--- config.mk ---
export PLATFORM = sky130hd
export DESIGN_NAME = cascade_staging
export DESIGN_NICKNAME = d
export VERILOG_FILES = /design/src/hdl/cascade_pkg.sv /design/src/hdl/cascade_staging.sv /design/src/hdl/stage_sequence.sv /design/src/hdl/stage_timer.sv
export VERILOG_INCLUDE_DIRS = /design/src /design/src/hdl
export SDC_FILE = /design/constraint.sdc
export NUM_CORES = 1
export LEC_CHECK = 0
export BUFFER_PORTS_ARGS = -buffer_cell sky130_fd_sc_hd__buf_2
export CORE_ASPECT_RATIO = 1.5
export CORE_MARGIN = 2
export CORE_UTILIZATION = 43
export DETAILED_ROUTE_END_ITERATION = 10
export GPL_ROUTABILITY_DRIVEN = 0
export HOLD_SLACK_MARGIN = 0.03
export PLACE_DENSITY = 0.69
export SLEW_MARGIN = 40
export SYNTH_ARGS = -nofsm -noshare
export SYNTH_HDL_FRONTEND = slang
export SYNTH_SLANG_ARGS = --single-unit
--- constraint.sdc ---
create_clock -name sys_clk -period 6.1 [get_ports sys_clk]
set_input_delay 1.22 -clock sys_clk [delete_from_list [all_inputs] [get_ports sys_clk]]
set_output_delay 1.22 -clock sys_clk [all_outputs]
set_load 0.02 [all_outputs]
--- src/hdl/cascade_defs.svh ---
// Constants of the cascade staging block: register offsets, fields, resets, timing.
// Assumes inclusion by bare name from the design files; definitions only.
`ifndef CASCADE_DEFS_SVH
`define CASCADE_DEFS_SVH

// Register byte offsets on the Avalon-MM slave
`define REG_CTRL 5'h00
`define REG_ACT_THR 5'h04
`define REG_OVR_THR 5'h08
`define REG_ACT_DLY 5'h0c
`define REG_DEACT_DLY 5'h10
`define REG_INTERLOCK 5'h14
`define REG_SWITCH_SPEED 5'h18
`define REG_STATUS 5'h1c

// Control register fields
`define CTRL_EN_BIT 0
`define CTRL_CODE_LSB 4
`define CTRL_MODE_LSB 8
`define CODE_MAX 4'h8

// Reset values of the writable settings
`define RST_ACT_THR 16'h0400
`define RST_OVR_THR 16'h1000
`define RST_ACT_DLY 16'h03e8
`define RST_DEACT_DLY 16'h03e8
`define RST_INTERLOCK 16'h07d0
`define RST_SWITCH_SPEED 16'h4000

// Timing: clock period and the millisecond timer tick
`define CLK_PERIOD_NS 10
`define TICK_TIME_NS 1000000

`endif

--- src/hdl/cascade_pkg.sv ---
// Types shared by the cascade staging design files.
// Assumes the constants header is included by the files that need numbers.
package cascade_pkg;

    // Staging controller states, one-hot
    typedef enum logic [5:0] {
        ST_OFF = 6'h01,
        ST_INTERLOCK = 6'h02,
        ST_WATCH = 6'h04,
        ST_DELAY_UP = 6'h08,
        ST_DELAY_DOWN = 6'h10,
        ST_RAMP = 6'h20
    } stage_state_t;

    // Whole state of the staging controller
    typedef struct packed {
        stage_state_t st;
        logic [2:0] stage_mask;
        logic [1:0] rot;
        logic [2:0] motor_out;
        logic ramp_up;
        logic enable;
        logic [3:0] code;
        logic [1:0] mode;
        logic [15:0] act_thr;
        logic [15:0] ovr_thr;
        logic [15:0] act_dly;
        logic [15:0] deact_dly;
        logic [15:0] interlock;
        logic [15:0] switch_speed;
        logic ack;
        logic [31:0] rdata;
        logic [19:0] prescale;
        logic tick;
    } cascade_regs_t;

    // Whole state of a millisecond down-counter
    typedef struct packed {
        logic [15:0] count;
    } timer_regs_t;

endpackage : cascade_pkg

--- src/hdl/cascade_staging.sv ---
// Cascade staging controller: adds and removes up to three fixed-speed motors.
// Assumes deviation and speed flags synchronous to sys_clk; software over Avalon-MM.
// Notes on behaviour
// - Process controller deviation decides staging.
// - Each motor has its own digital output.
// - At max speed, rising deviation adds motor.
// - Adding a motor ramps main drive down.
// - Controller held while ramping to switch speed.
// - At most three external motors on.
// - At min speed, falling deviation removes motor.
// - Interlock time blocks every further change except a disable.
// - Above overcontrol threshold: switch at once.
// - Between thresholds: wait activation delay first.
// - Removal uses same interlock and thresholds, own deactivation delay.
// - Sequence setting fixes switching order.
// - Code 0 off; codes 1-8 fixed lists.
// - Status bits 0-2 drive outputs 0-2.
// - Selection mode: fixed order or hours-based.
//
// The address map and the Avalon-MM register port were chosen for this implementation.
`timescale 1ns/1ps
`default_nettype none
`include "cascade_defs.svh"
module cascade_staging #(
    parameter int TICK_CYCLES = `TICK_TIME_NS / `CLK_PERIOD_NS
) (
    input wire logic sys_clk,
    input wire logic nrst,
    input wire logic [4:0] avs_address,
    input wire logic avs_read,
    input wire logic avs_write,
    input wire logic [31:0] avs_writedata,
    output logic [31:0] avs_readdata,
    output logic avs_waitrequest,
    input wire logic signed [15:0] pid_deviation,
    input wire logic at_max_speed,
    input wire logic at_min_speed,
    input wire logic ramp_done,
    output logic [2:0] motor_out,
    output logic ctrl_hold,
    output logic ramp_to_switch,
    output logic ramp_up,
    output logic [15:0] switch_speed
);
    // ************************************************
    // Declarations
    // ************************************************
    localparam logic [19:0] TICK_LAST = 20'(TICK_CYCLES - 1); // Last prescaler count

    // Known state after reset: motors off, settings at defaults
    localparam cascade_pkg::cascade_regs_t REG_RESET = '{
        st: cascade_pkg::ST_OFF,
        stage_mask: 3'h0,
        rot: 2'h0,
        motor_out: 3'h0,
        ramp_up: 1'b0,
        enable: 1'b0,
        code: 4'h0,
        mode: 2'h0,
        act_thr: `RST_ACT_THR,
        ovr_thr: `RST_OVR_THR,
        act_dly: `RST_ACT_DLY,
        deact_dly: `RST_DEACT_DLY,
        interlock: `RST_INTERLOCK,
        switch_speed: `RST_SWITCH_SPEED,
        ack: 1'b0,
        rdata: 32'h00000000,
        prescale: 20'h00000,
        tick: 1'b0
    };

    logic [1:0] rst_sync; // Reset release synchroniser
    logic rst_n; // Synchronised reset, active low
    cascade_pkg::cascade_regs_t r; // Registered state
    cascade_pkg::cascade_regs_t n; // Next state

    // Timers
    logic il_start; // Load the interlock timer
    logic il_done; // Interlock expired
    logic dl_start; // Load the staging delay timer
    logic [15:0] dl_load; // Delay for the direction in question
    logic dl_done; // Staging delay expired

    // Sequence lookup
    logic [2:0] next_up; // Next combination up the sequence
    logic [2:0] next_down; // Next combination down the sequence
    logic can_up; // Sequence has a further level

    // Decisions
    logic go_up; // Stage up this cycle
    logic go_down; // Stage down this cycle
    logic staging_ok; // Staging allowed by the settings
    logic up_cond; // Activation threshold passed at max speed
    logic up_now; // Overcontrol threshold passed at max speed
    logic down_cond; // Negative activation threshold passed at min speed
    logic down_now; // Negative overcontrol threshold passed at min speed

    // ************************************************
    // Helper functions
    // ************************************************
    // Deviation above a positive threshold (low 15 bits used)
    function automatic logic dev_above(input logic signed [15:0] d, input logic [15:0] t);
        return d > $signed({1'b0, t[14:0]});
    endfunction : dev_above

    // Deviation below the negated threshold
    function automatic logic dev_below(input logic signed [15:0] d, input logic [15:0] t);
        return d < -$signed({1'b0, t[14:0]});
    endfunction : dev_below

    // Map logical motors onto outputs, rotated for wear sharing
    function automatic logic [2:0] rotate_mask(input logic [2:0] m, input logic [1:0] k);
        logic [2:0] o;
        case (k)
            2'h1: o = {m[1:0], m[2]};
            2'h2: o = {m[0], m[2:1]};
            default: o = m;
        endcase
        return o;
    endfunction : rotate_mask

    // ************************************************
    // Reset release
    // ************************************************
    // Assert at once, release two edges later so all flops leave reset together
    always_ff @(posedge sys_clk or negedge nrst) begin
        if (!nrst) begin
            rst_sync <= 2'b00;
        end else begin
            rst_sync <= {rst_sync[0], 1'b1};
        end
    end
    assign rst_n = rst_sync[1];

    // ************************************************
    // Sub-blocks
    // ************************************************
    // Next combinations for the chosen sequence code
    // Pure lookup, answers in the same cycle
    stage_sequence u_seq (
        .code(r.code),
        .mask(r.stage_mask),
        .next_up(next_up),
        .next_down(next_down),
        .can_up(can_up)
    );

    // Interlock after every change
    stage_timer u_interlock (
        .sys_clk(sys_clk),
        .rst_n(rst_n),
        .start(il_start),
        .load(r.interlock),
        .tick(r.tick),
        .done(il_done)
    );

    // Activation or deactivation delay
    // One timer: only one delay runs at a time
    stage_timer u_delay (
        .sys_clk(sys_clk),
        .rst_n(rst_n),
        .start(dl_start),
        .load(dl_load),
        .tick(r.tick),
        .done(dl_done)
    );

    // ************************************************
    // Threshold decisions
    // ************************************************
    // Codes above the highest defined one are treated as off
    assign staging_ok = r.enable && r.code != 4'h0 && r.code <= `CODE_MAX;
    assign up_cond = at_max_speed && dev_above(pid_deviation, r.act_thr);
    assign up_now = at_max_speed && dev_above(pid_deviation, r.ovr_thr);
    // Removal mirrors addition, thresholds negated
    assign down_cond = at_min_speed && dev_below(pid_deviation, r.act_thr);
    assign down_now = at_min_speed && dev_below(pid_deviation, r.ovr_thr);

    // ************************************************
    // Next state: bus slave, prescaler, staging sequence
    // ************************************************
    always_comb begin
        n = r;
        il_start = 1'b0;
        dl_start = 1'b0;
        dl_load = r.act_dly;
        go_up = 1'b0;
        go_down = 1'b0;

        // Millisecond tick for both timers
        n.tick = (r.prescale == TICK_LAST);
        n.prescale = n.tick ? 20'h00000 : r.prescale + 20'h00001;

        // One wait cycle per access; the answer is registered
        n.ack = (avs_read || avs_write) && !r.ack;
        if (avs_read && !r.ack) begin
            // Loaded at the first edge, stands while waitrequest is low
            case (avs_address)
                `REG_CTRL: n.rdata = {22'h000000, r.mode, r.code, 3'h0, r.enable};
                `REG_ACT_THR: n.rdata = {16'h0000, r.act_thr};
                `REG_OVR_THR: n.rdata = {16'h0000, r.ovr_thr};
                `REG_ACT_DLY: n.rdata = {16'h0000, r.act_dly};
                `REG_DEACT_DLY: n.rdata = {16'h0000, r.deact_dly};
                `REG_INTERLOCK: n.rdata = {16'h0000, r.interlock};
                `REG_SWITCH_SPEED: n.rdata = {16'h0000, r.switch_speed};
                // Outputs in bits 2:0, then levels, rotation, state
                `REG_STATUS: n.rdata = {16'h0000, r.st, r.rot, r.ramp_up, r.stage_mask, 1'b0, r.motor_out};
                default: n.rdata = 32'h00000000;
            endcase
        end
        // Writes land at the edge where waitrequest is low
        if (avs_write && r.ack) begin
            case (avs_address)
                `REG_CTRL: begin
                    n.enable = avs_writedata[`CTRL_EN_BIT];
                    n.code = avs_writedata[`CTRL_CODE_LSB +: 4];
                    n.mode = avs_writedata[`CTRL_MODE_LSB +: 2];
                end
                // Settings keep the low half only
                `REG_ACT_THR: n.act_thr = avs_writedata[15:0];
                `REG_OVR_THR: n.ovr_thr = avs_writedata[15:0];
                `REG_ACT_DLY: n.act_dly = avs_writedata[15:0];
                `REG_DEACT_DLY: n.deact_dly = avs_writedata[15:0];
                `REG_INTERLOCK: n.interlock = avs_writedata[15:0];
                `REG_SWITCH_SPEED: n.switch_speed = avs_writedata[15:0];
                // Status and unmapped words ignore writes
                default: n.enable = r.enable;
            endcase
        end

        // Staging sequence
        case (r.st)
            // Off: every motor released, waiting for enable
            cascade_pkg::ST_OFF: begin
                // First motor needs no interlock
                if (staging_ok) begin
                    n.st = cascade_pkg::ST_WATCH;
                end
            end

            // Watch: demand up or down
            cascade_pkg::ST_WATCH: begin
                if (up_cond && can_up) begin
                    go_up = up_now;
                    if (!up_now) begin
                        n.st = cascade_pkg::ST_DELAY_UP;
                        dl_start = 1'b1;
                    end
                end else if (down_cond && r.stage_mask != 3'h0) begin
                    go_down = down_now;
                    if (!down_now) begin
                        n.st = cascade_pkg::ST_DELAY_DOWN;
                        dl_start = 1'b1;
                        dl_load = r.deact_dly;
                    end
                end
            end

            cascade_pkg::ST_DELAY_UP: begin
                // Demand gone: drop the delay and look again
                if (!up_cond) begin
                    n.st = cascade_pkg::ST_WATCH;
                end else begin
                    go_up = up_now || dl_done;
                end
            end

            // Mirror of the activation delay
            cascade_pkg::ST_DELAY_DOWN: begin
                if (!down_cond) begin
                    n.st = cascade_pkg::ST_WATCH;
                end else begin
                    go_down = down_now || dl_done;
                end
            end

            cascade_pkg::ST_RAMP: begin
                // Controller stays held until the drive reports switch speed
                if (ramp_done) begin
                    n.st = cascade_pkg::ST_INTERLOCK;
                end
            end

            cascade_pkg::ST_INTERLOCK: begin
                // No staging change before the interlock runs out; only a disable still drops the motors
                if (il_done) begin
                    n.st = cascade_pkg::ST_WATCH;
                end
            end

            // Lost state: fall back to off
            default: n.st = cascade_pkg::ST_OFF;
        endcase

        // A change switches a motor, starts the ramp and the interlock
        if (go_up || go_down) begin
            n.stage_mask = go_up ? next_up : next_down;
            n.ramp_up = go_down;
            n.st = cascade_pkg::ST_RAMP;
            il_start = 1'b1;
            // Hours mode: move the order on when the last motor is staged off (not on a disable), spreading run time
            if (go_down && next_down == 3'h0 && r.mode != 2'h0) begin
                n.rot = (r.rot == 2'h2) ? 2'h0 : r.rot + 2'h1;
            end
        end

        // Disabled staging drops every motor at once
        // No ramp: nothing is left to balance
        if (!staging_ok) begin
            n.st = cascade_pkg::ST_OFF;
            n.stage_mask = 3'h0;
            n.ramp_up = 1'b0;
        end

        // Outputs follow the level in the same cycle, from flops
        n.motor_out = rotate_mask(n.stage_mask, n.rot);
    end

    // Single register stage for all state
    // Asynchronous assert, release through rst_sync
    always_ff @(posedge sys_clk or negedge rst_n) begin
        if (!rst_n) begin
            r <= REG_RESET;
        end else begin
            r <= n;
        end
    end

    // ************************************************
    // Outputs
    // ************************************************
    assign avs_waitrequest = (avs_read || avs_write) && !r.ack;
    assign avs_readdata = r.rdata;

    // Contactor commands from flops: no glitch reaches a starter
    assign motor_out = r.motor_out;
    // Hold and ramp request both decode the ramp state
    assign ctrl_hold = (r.st == cascade_pkg::ST_RAMP);
    assign ramp_to_switch = (r.st == cascade_pkg::ST_RAMP);

    assign ramp_up = r.ramp_up;
    assign switch_speed = r.switch_speed;
endmodule : cascade_staging
`default_nettype wire

--- src/hdl/stage_sequence.sv ---
// Lookup of the next motor combination up or down for a sequence code.
// Assumes code 1..8; masks carry motor one in bit 0, motor three in bit 2.
`timescale 1ns/1ps
`default_nettype none
module stage_sequence (
    input wire logic [3:0] code,
    input wire logic [2:0] mask,
    output logic [2:0] next_up,
    output logic [2:0] next_down,
    output logic can_up
);
    // Six levels per code, level one in the low bits; zero marks an empty level
    function automatic logic [17:0] seq_table(input logic [3:0] c, input logic down);
        logic [17:0] t;
        t = 18'h00000;
        case ({down, c})
            5'h01: t = {15'h0000, 3'h1};
            5'h02: t = {12'h000, 3'h3, 3'h1};
            5'h03: t = {9'h000, 3'h3, 3'h2, 3'h1};
            5'h04: t = {9'h000, 3'h7, 3'h3, 3'h1};
            5'h05: t = {6'h00, 3'h7, 3'h5, 3'h4, 3'h1};
            5'h06: t = {3'h0, 3'h7, 3'h6, 3'h3, 3'h2, 3'h1};
            5'h07: t = {3'h0, 3'h7, 3'h5, 3'h4, 3'h3, 3'h1};
            5'h08: t = {3'h7, 3'h6, 3'h5, 3'h4, 3'h2, 3'h1};
            5'h11: t = {15'h0000, 3'h1};
            5'h12: t = {12'h000, 3'h1, 3'h3};
            5'h13: t = {9'h000, 3'h1, 3'h2, 3'h3};
            5'h14: t = {9'h000, 3'h1, 3'h3, 3'h7};
            5'h15: t = {6'h00, 3'h1, 3'h4, 3'h5, 3'h7};
            5'h16: t = {3'h0, 3'h1, 3'h2, 3'h3, 3'h6, 3'h7};
            5'h17: t = {3'h0, 3'h1, 3'h3, 3'h4, 3'h5, 3'h7};
            5'h18: t = {3'h1, 3'h2, 3'h4, 3'h5, 3'h6, 3'h7};
            default: t = 18'h00000;
        endcase
        return t;
    endfunction : seq_table

    // Number of motors in a combination
    function automatic logic [1:0] motor_count(input logic [2:0] m);
        return 2'(m[0]) + 2'(m[1]) + 2'(m[2]);
    endfunction : motor_count

    // ************************************************
    // Step after the current combination, or nearest by count
    // ************************************************
    always_comb begin
        logic [17:0] ta;
        logic [17:0] td;
        logic fa;
        logic fd;
        logic [2:0] ea;
        logic [2:0] ed;
        ea = 3'h0;
        ed = 3'h0;
        ta = seq_table(code, 1'b0);
        td = seq_table(code, 1'b1);
        fa = 1'b0;
        fd = 1'b0;
        next_up = 3'h0;
        next_down = 3'h0;
        for (int i = 0; i < 6; i++) begin
            ea = ta[3*i +: 3];
            ed = td[3*i +: 3];
            // Mask not in the list: first level with more, or fewer, motors
            if (!fa && ea != 3'h0 && (ea == mask || motor_count(ea) > motor_count(mask))) begin
                fa = 1'b1;
                next_up = ea;
                if (ea == mask) begin
                    // Past the last level the shift leaves zero
                    next_up = 3'(ta >> (3 * (i + 1)));
                end
            end
            if (!fd && ed != 3'h0 && (ed == mask || motor_count(ed) < motor_count(mask))) begin
                fd = 1'b1;
                next_down = ed;
                if (ed == mask) begin
                    next_down = 3'(td >> (3 * (i + 1)));
                end
            end
        end
        if (mask == 3'h0) begin
            next_up = ta[2:0];
            next_down = 3'h0;
        end
        can_up = (next_up != 3'h0);
    end
endmodule : stage_sequence
`default_nettype wire

--- src/hdl/stage_timer.sv ---
// Millisecond down-counter used for the interlock and the staging delays.
// Assumes a one-cycle tick per millisecond and a synchronised active-low reset.
`timescale 1ns/1ps
`default_nettype none
module stage_timer (
    input wire logic sys_clk,
    input wire logic rst_n,
    input wire logic start,
    input wire logic [15:0] load,
    input wire logic tick,
    output logic done
);
    cascade_pkg::timer_regs_t r; // Registered state
    cascade_pkg::timer_regs_t n; // Next state

    // ************************************************
    // Count down once per tick, reload on start
    // ************************************************
    always_comb begin
        n = r;
        if (start) begin
            n.count = load;
        end else if (tick && r.count != 16'h0000) begin
            n.count = r.count - 16'h0001;
        end
    end

    // Idle at zero after reset
    always_ff @(posedge sys_clk or negedge rst_n) begin
        if (!rst_n) begin
            r <= '0;
        end else begin
            r <= n;
        end
    end

    // Expired; a start in this cycle hides the old value
    assign done = (r.count == 16'h0000) && !start;
endmodule : stage_timer
`default_nettype wire

==> results.yml <==
timing:
  maxSlewHeadroom: 0.4593
  skew_ns: 0.01214
  slew_violations: 0
  max_freq_ghz: 0.1715
  setup_violations: 0
  finalHoldViolCount: 0
  fin_crit_ns: 5.830
  finalSetupTns_ns: 0
  tightest_slew_ns: 0.8111
  hold_ws_ns: 0.2897
  rsz0062_at_grt: "false"
  finalCritPeriodShare: 0.9558
power:
  p_leak_nw: 6.746
  p_per_area_mw_per_mm2: 261.4
  vdd_drop_max_mv: 0.1721
drt:
  avgRoutedWirePerCell_um: 20.62
  drt_iter0_drc: 672
  drc: 0
  dr.pass1.iters: 7
  routed_wl_mm: 41.12
  via_per_inst: 5.967
  via_count: 11900
  drtAntennaViolNets: 0
cells_and_area:
  layout_common_cells: "dfrtp_1 (166), nand2_1 (147), nor2_1 (95), ha_1 (92), o21ai_0 (91)"
  drive_gt1_frac: 0.2052
  fin_nets: 1730
  antennaDiodeCount: 0
  fillers: 3041
  fin_util: 0.4798
  final_common_cell: "dfrtp_1"
  area_delta_synth_final_pct: 10.01
floorplan:
  core_mm2: 0.03183
  fp.dieW_um: 150.7
  initial_core_util: 0.4362
  rows: 80
  ios: 115
  die_y_um: 224.1
  die-area_mm2: 0.03377
cts:
  clock_latency_ns: 0.45
  clk_path_buf_depth: 2
  numClockSinks: 190
  tritoncts: "yes"
  cts.htree.levels: 4
  cts_setup_buffers: 0
  path_clk_slew_ns: 0.08
  cts_root_buf: "clkbuf_16"
  hold_buffers: 0
  ctsResizeCount: 0
  numCtsBuffers: 17
run_status:
  outcome: "finished, final reports clean"
synthesis:
  synth.distinct_cells: 95
  syn_inst: 1525
  yosysSeqAreaShare: 0.3444
  synth_top_area_frac: 0.3028
  synth-async-reset-ratio: 1.000
  yosys.area.top_type: "dfrtp_1"
  synth_edf_count: 0
  syn-cell-area_mm2: 0.01388
  synth_area_per_cell_um2: 9.104
  synth_flop_cell: "dfrtp_1"
  synth.area.top_cells: "dfrtp_1 (30%), ha_1 (8.4%), mux2_2 (7.1%), dfstp_2 (4.2%), nand2_1 (4.0%)"
  ys_ff_latch: 190
  yosysWarnings: 0
critical_path:
  crit_chain: "inv_1, nand4_1, nor4_2, nand3_1, or4_1, xnor2_1, ha_1, nand2_1, nor3_1, nand4_1, o21ai_1, mux2_2, a21boi_0, o21ai_2, or4b_1, mux2_4, ha_1, nand2b_1, nor4_1, or3_1"
  cp-start-kind: "flip-flop"
  critPathMaxStageDelay_ns: 0.60
  worst-setup-path-type: "flip-flop to flip-flop"
  end_kind: "flip-flop"
  crit_fanout: 5
  critPathArrivalTime_ns: 6.15
  critPathSlowestCell: "or4b_1"
  cp.required_ns: 6.42
  r2r_slack_ns: 0.27
global_routing:
  grtUsageTotal: 0.2449
  grt_pass1_wl_mm: 63.43
  antenna_found_initial: 0
  grt_overflow: 0
  grt_pass1_vias: 11940
  grt_start_max_net_pins: 69
min_path:
  hold_path.class: "flip-flop to asynchronous set/reset pin"
place:
  port_buffers: 82
  dp_hpwl_mm: 31.71
flow_run:
  maxCapViolations: 0
[worst paths after layout]
check / from / end / depth (start not counted)
max: r[120] / motor_out[2] / 20
min: rst_sync[1] / r[128] / 1
max reg2reg: r[120] / motor_out[2] / 20
min reg2reg: rst_sync[1] / r[128] / 1
max in group asynchronous: rst_sync[1] / r[89] / 2
min in group sys_clk: rst_sync[0] / rst_sync[1] / 0
[cell families after synthesis]
logic type               count (synthesis)  synth area share
XOR/XNOR                                82           0.05281
AND/OR/NAND/NOR                        471            0.1680
adder cells (fa/ha/maj)                 99           0.09247
buffers and inverters                  201           0.07129
multiplexers                           117           0.09301
AO/OA/AOI/OAI                          363            0.1775
flip-flops                             190            0.3444
other                                    2         0.0005409
[where the power goes]
group / switching (mW) / total [mW] / internal, mW / leakage, nW
clock network: 0.570 / 1.12 / 0.554 / 0.289
registers: 0.137 / 1.53 / 1.39 / 2.29
logic: 0.793 / 1.34 / 0.544 / 4.17
[per-stage QoR]
stage                     cells  worst slack [ns]  total power, mW  cell area, µm²
after global routing       1994          0.002626            4.202           15270
after floorplan            1541            0.2572            2.475           13940
final                      1994            0.2697            3.993           15270
after CTS                  1994           0.03946            3.969           15220
after global placement     1959            0.1422            2.794           14560
after detailed placement   1962           0.07621            2.843           14630
[layout make-up]
type,count,area [µm²],area share
flip-flops and latches,190,4787,0.3134
inverters,86,327.8,0.02146
repair buffers,126,797.0,0.05218
well taps,410,513.0,0.03359
multi-input cells,1150,8255,0.5405
clock inverters,15,167.7,0.01098
clock buffers,17,425.4,0.02785
[state kept, by name, summed over array words and instances (netlist names)]
signal	flops
u_delay.r	16
motor_out	3
switch_speed	16
avs_readdata	16
r	120
u_interlock.r	16
ramp_up	1
rst_sync	2
[cell usage after synthesis (11+ instances only)]
master      n
ha_1       93
o22ai_1    15
nand2_1   147
nand4_1    22
a21o_1     20
xnor2_1    62
o21a_1     17
mux2_2     88
nor2_1     97
buf_4      58
dfstp_2    22
inv_1      80
a221oi_1   11
a22oi_1    20
dfrtp_1   168
xor2_1     18
nand2b_1   21
a21oi_1    67
clkbuf_1   47
nor4_1     25
mux2i_1    27
o21ai_0    94
nand3_1    32
nor3_1     42
nor2b_1    16
a31oi_1    19
[critical path, delay by kind of cell, from the launching register on]
kind            cells  cell delay [ns]
compound gates      3             0.67
fa+ha+maj           2             0.63
simple gates       11             2.86
buf+inv             1             0.17
mux                 2             0.78
flops               1             0.44
xor+xnor            1             0.15
[metal layers]
layer,GRT usage,share of wire,vias to the layer above
met3,0.02709,0.040,132
met1,0.2606,0.36,5793
li1,-,-,5538
met2,0.4348,0.52,435
met4,0.1893,0.080,0
met5,0,0,-
(Power assumes the default switching activity.)
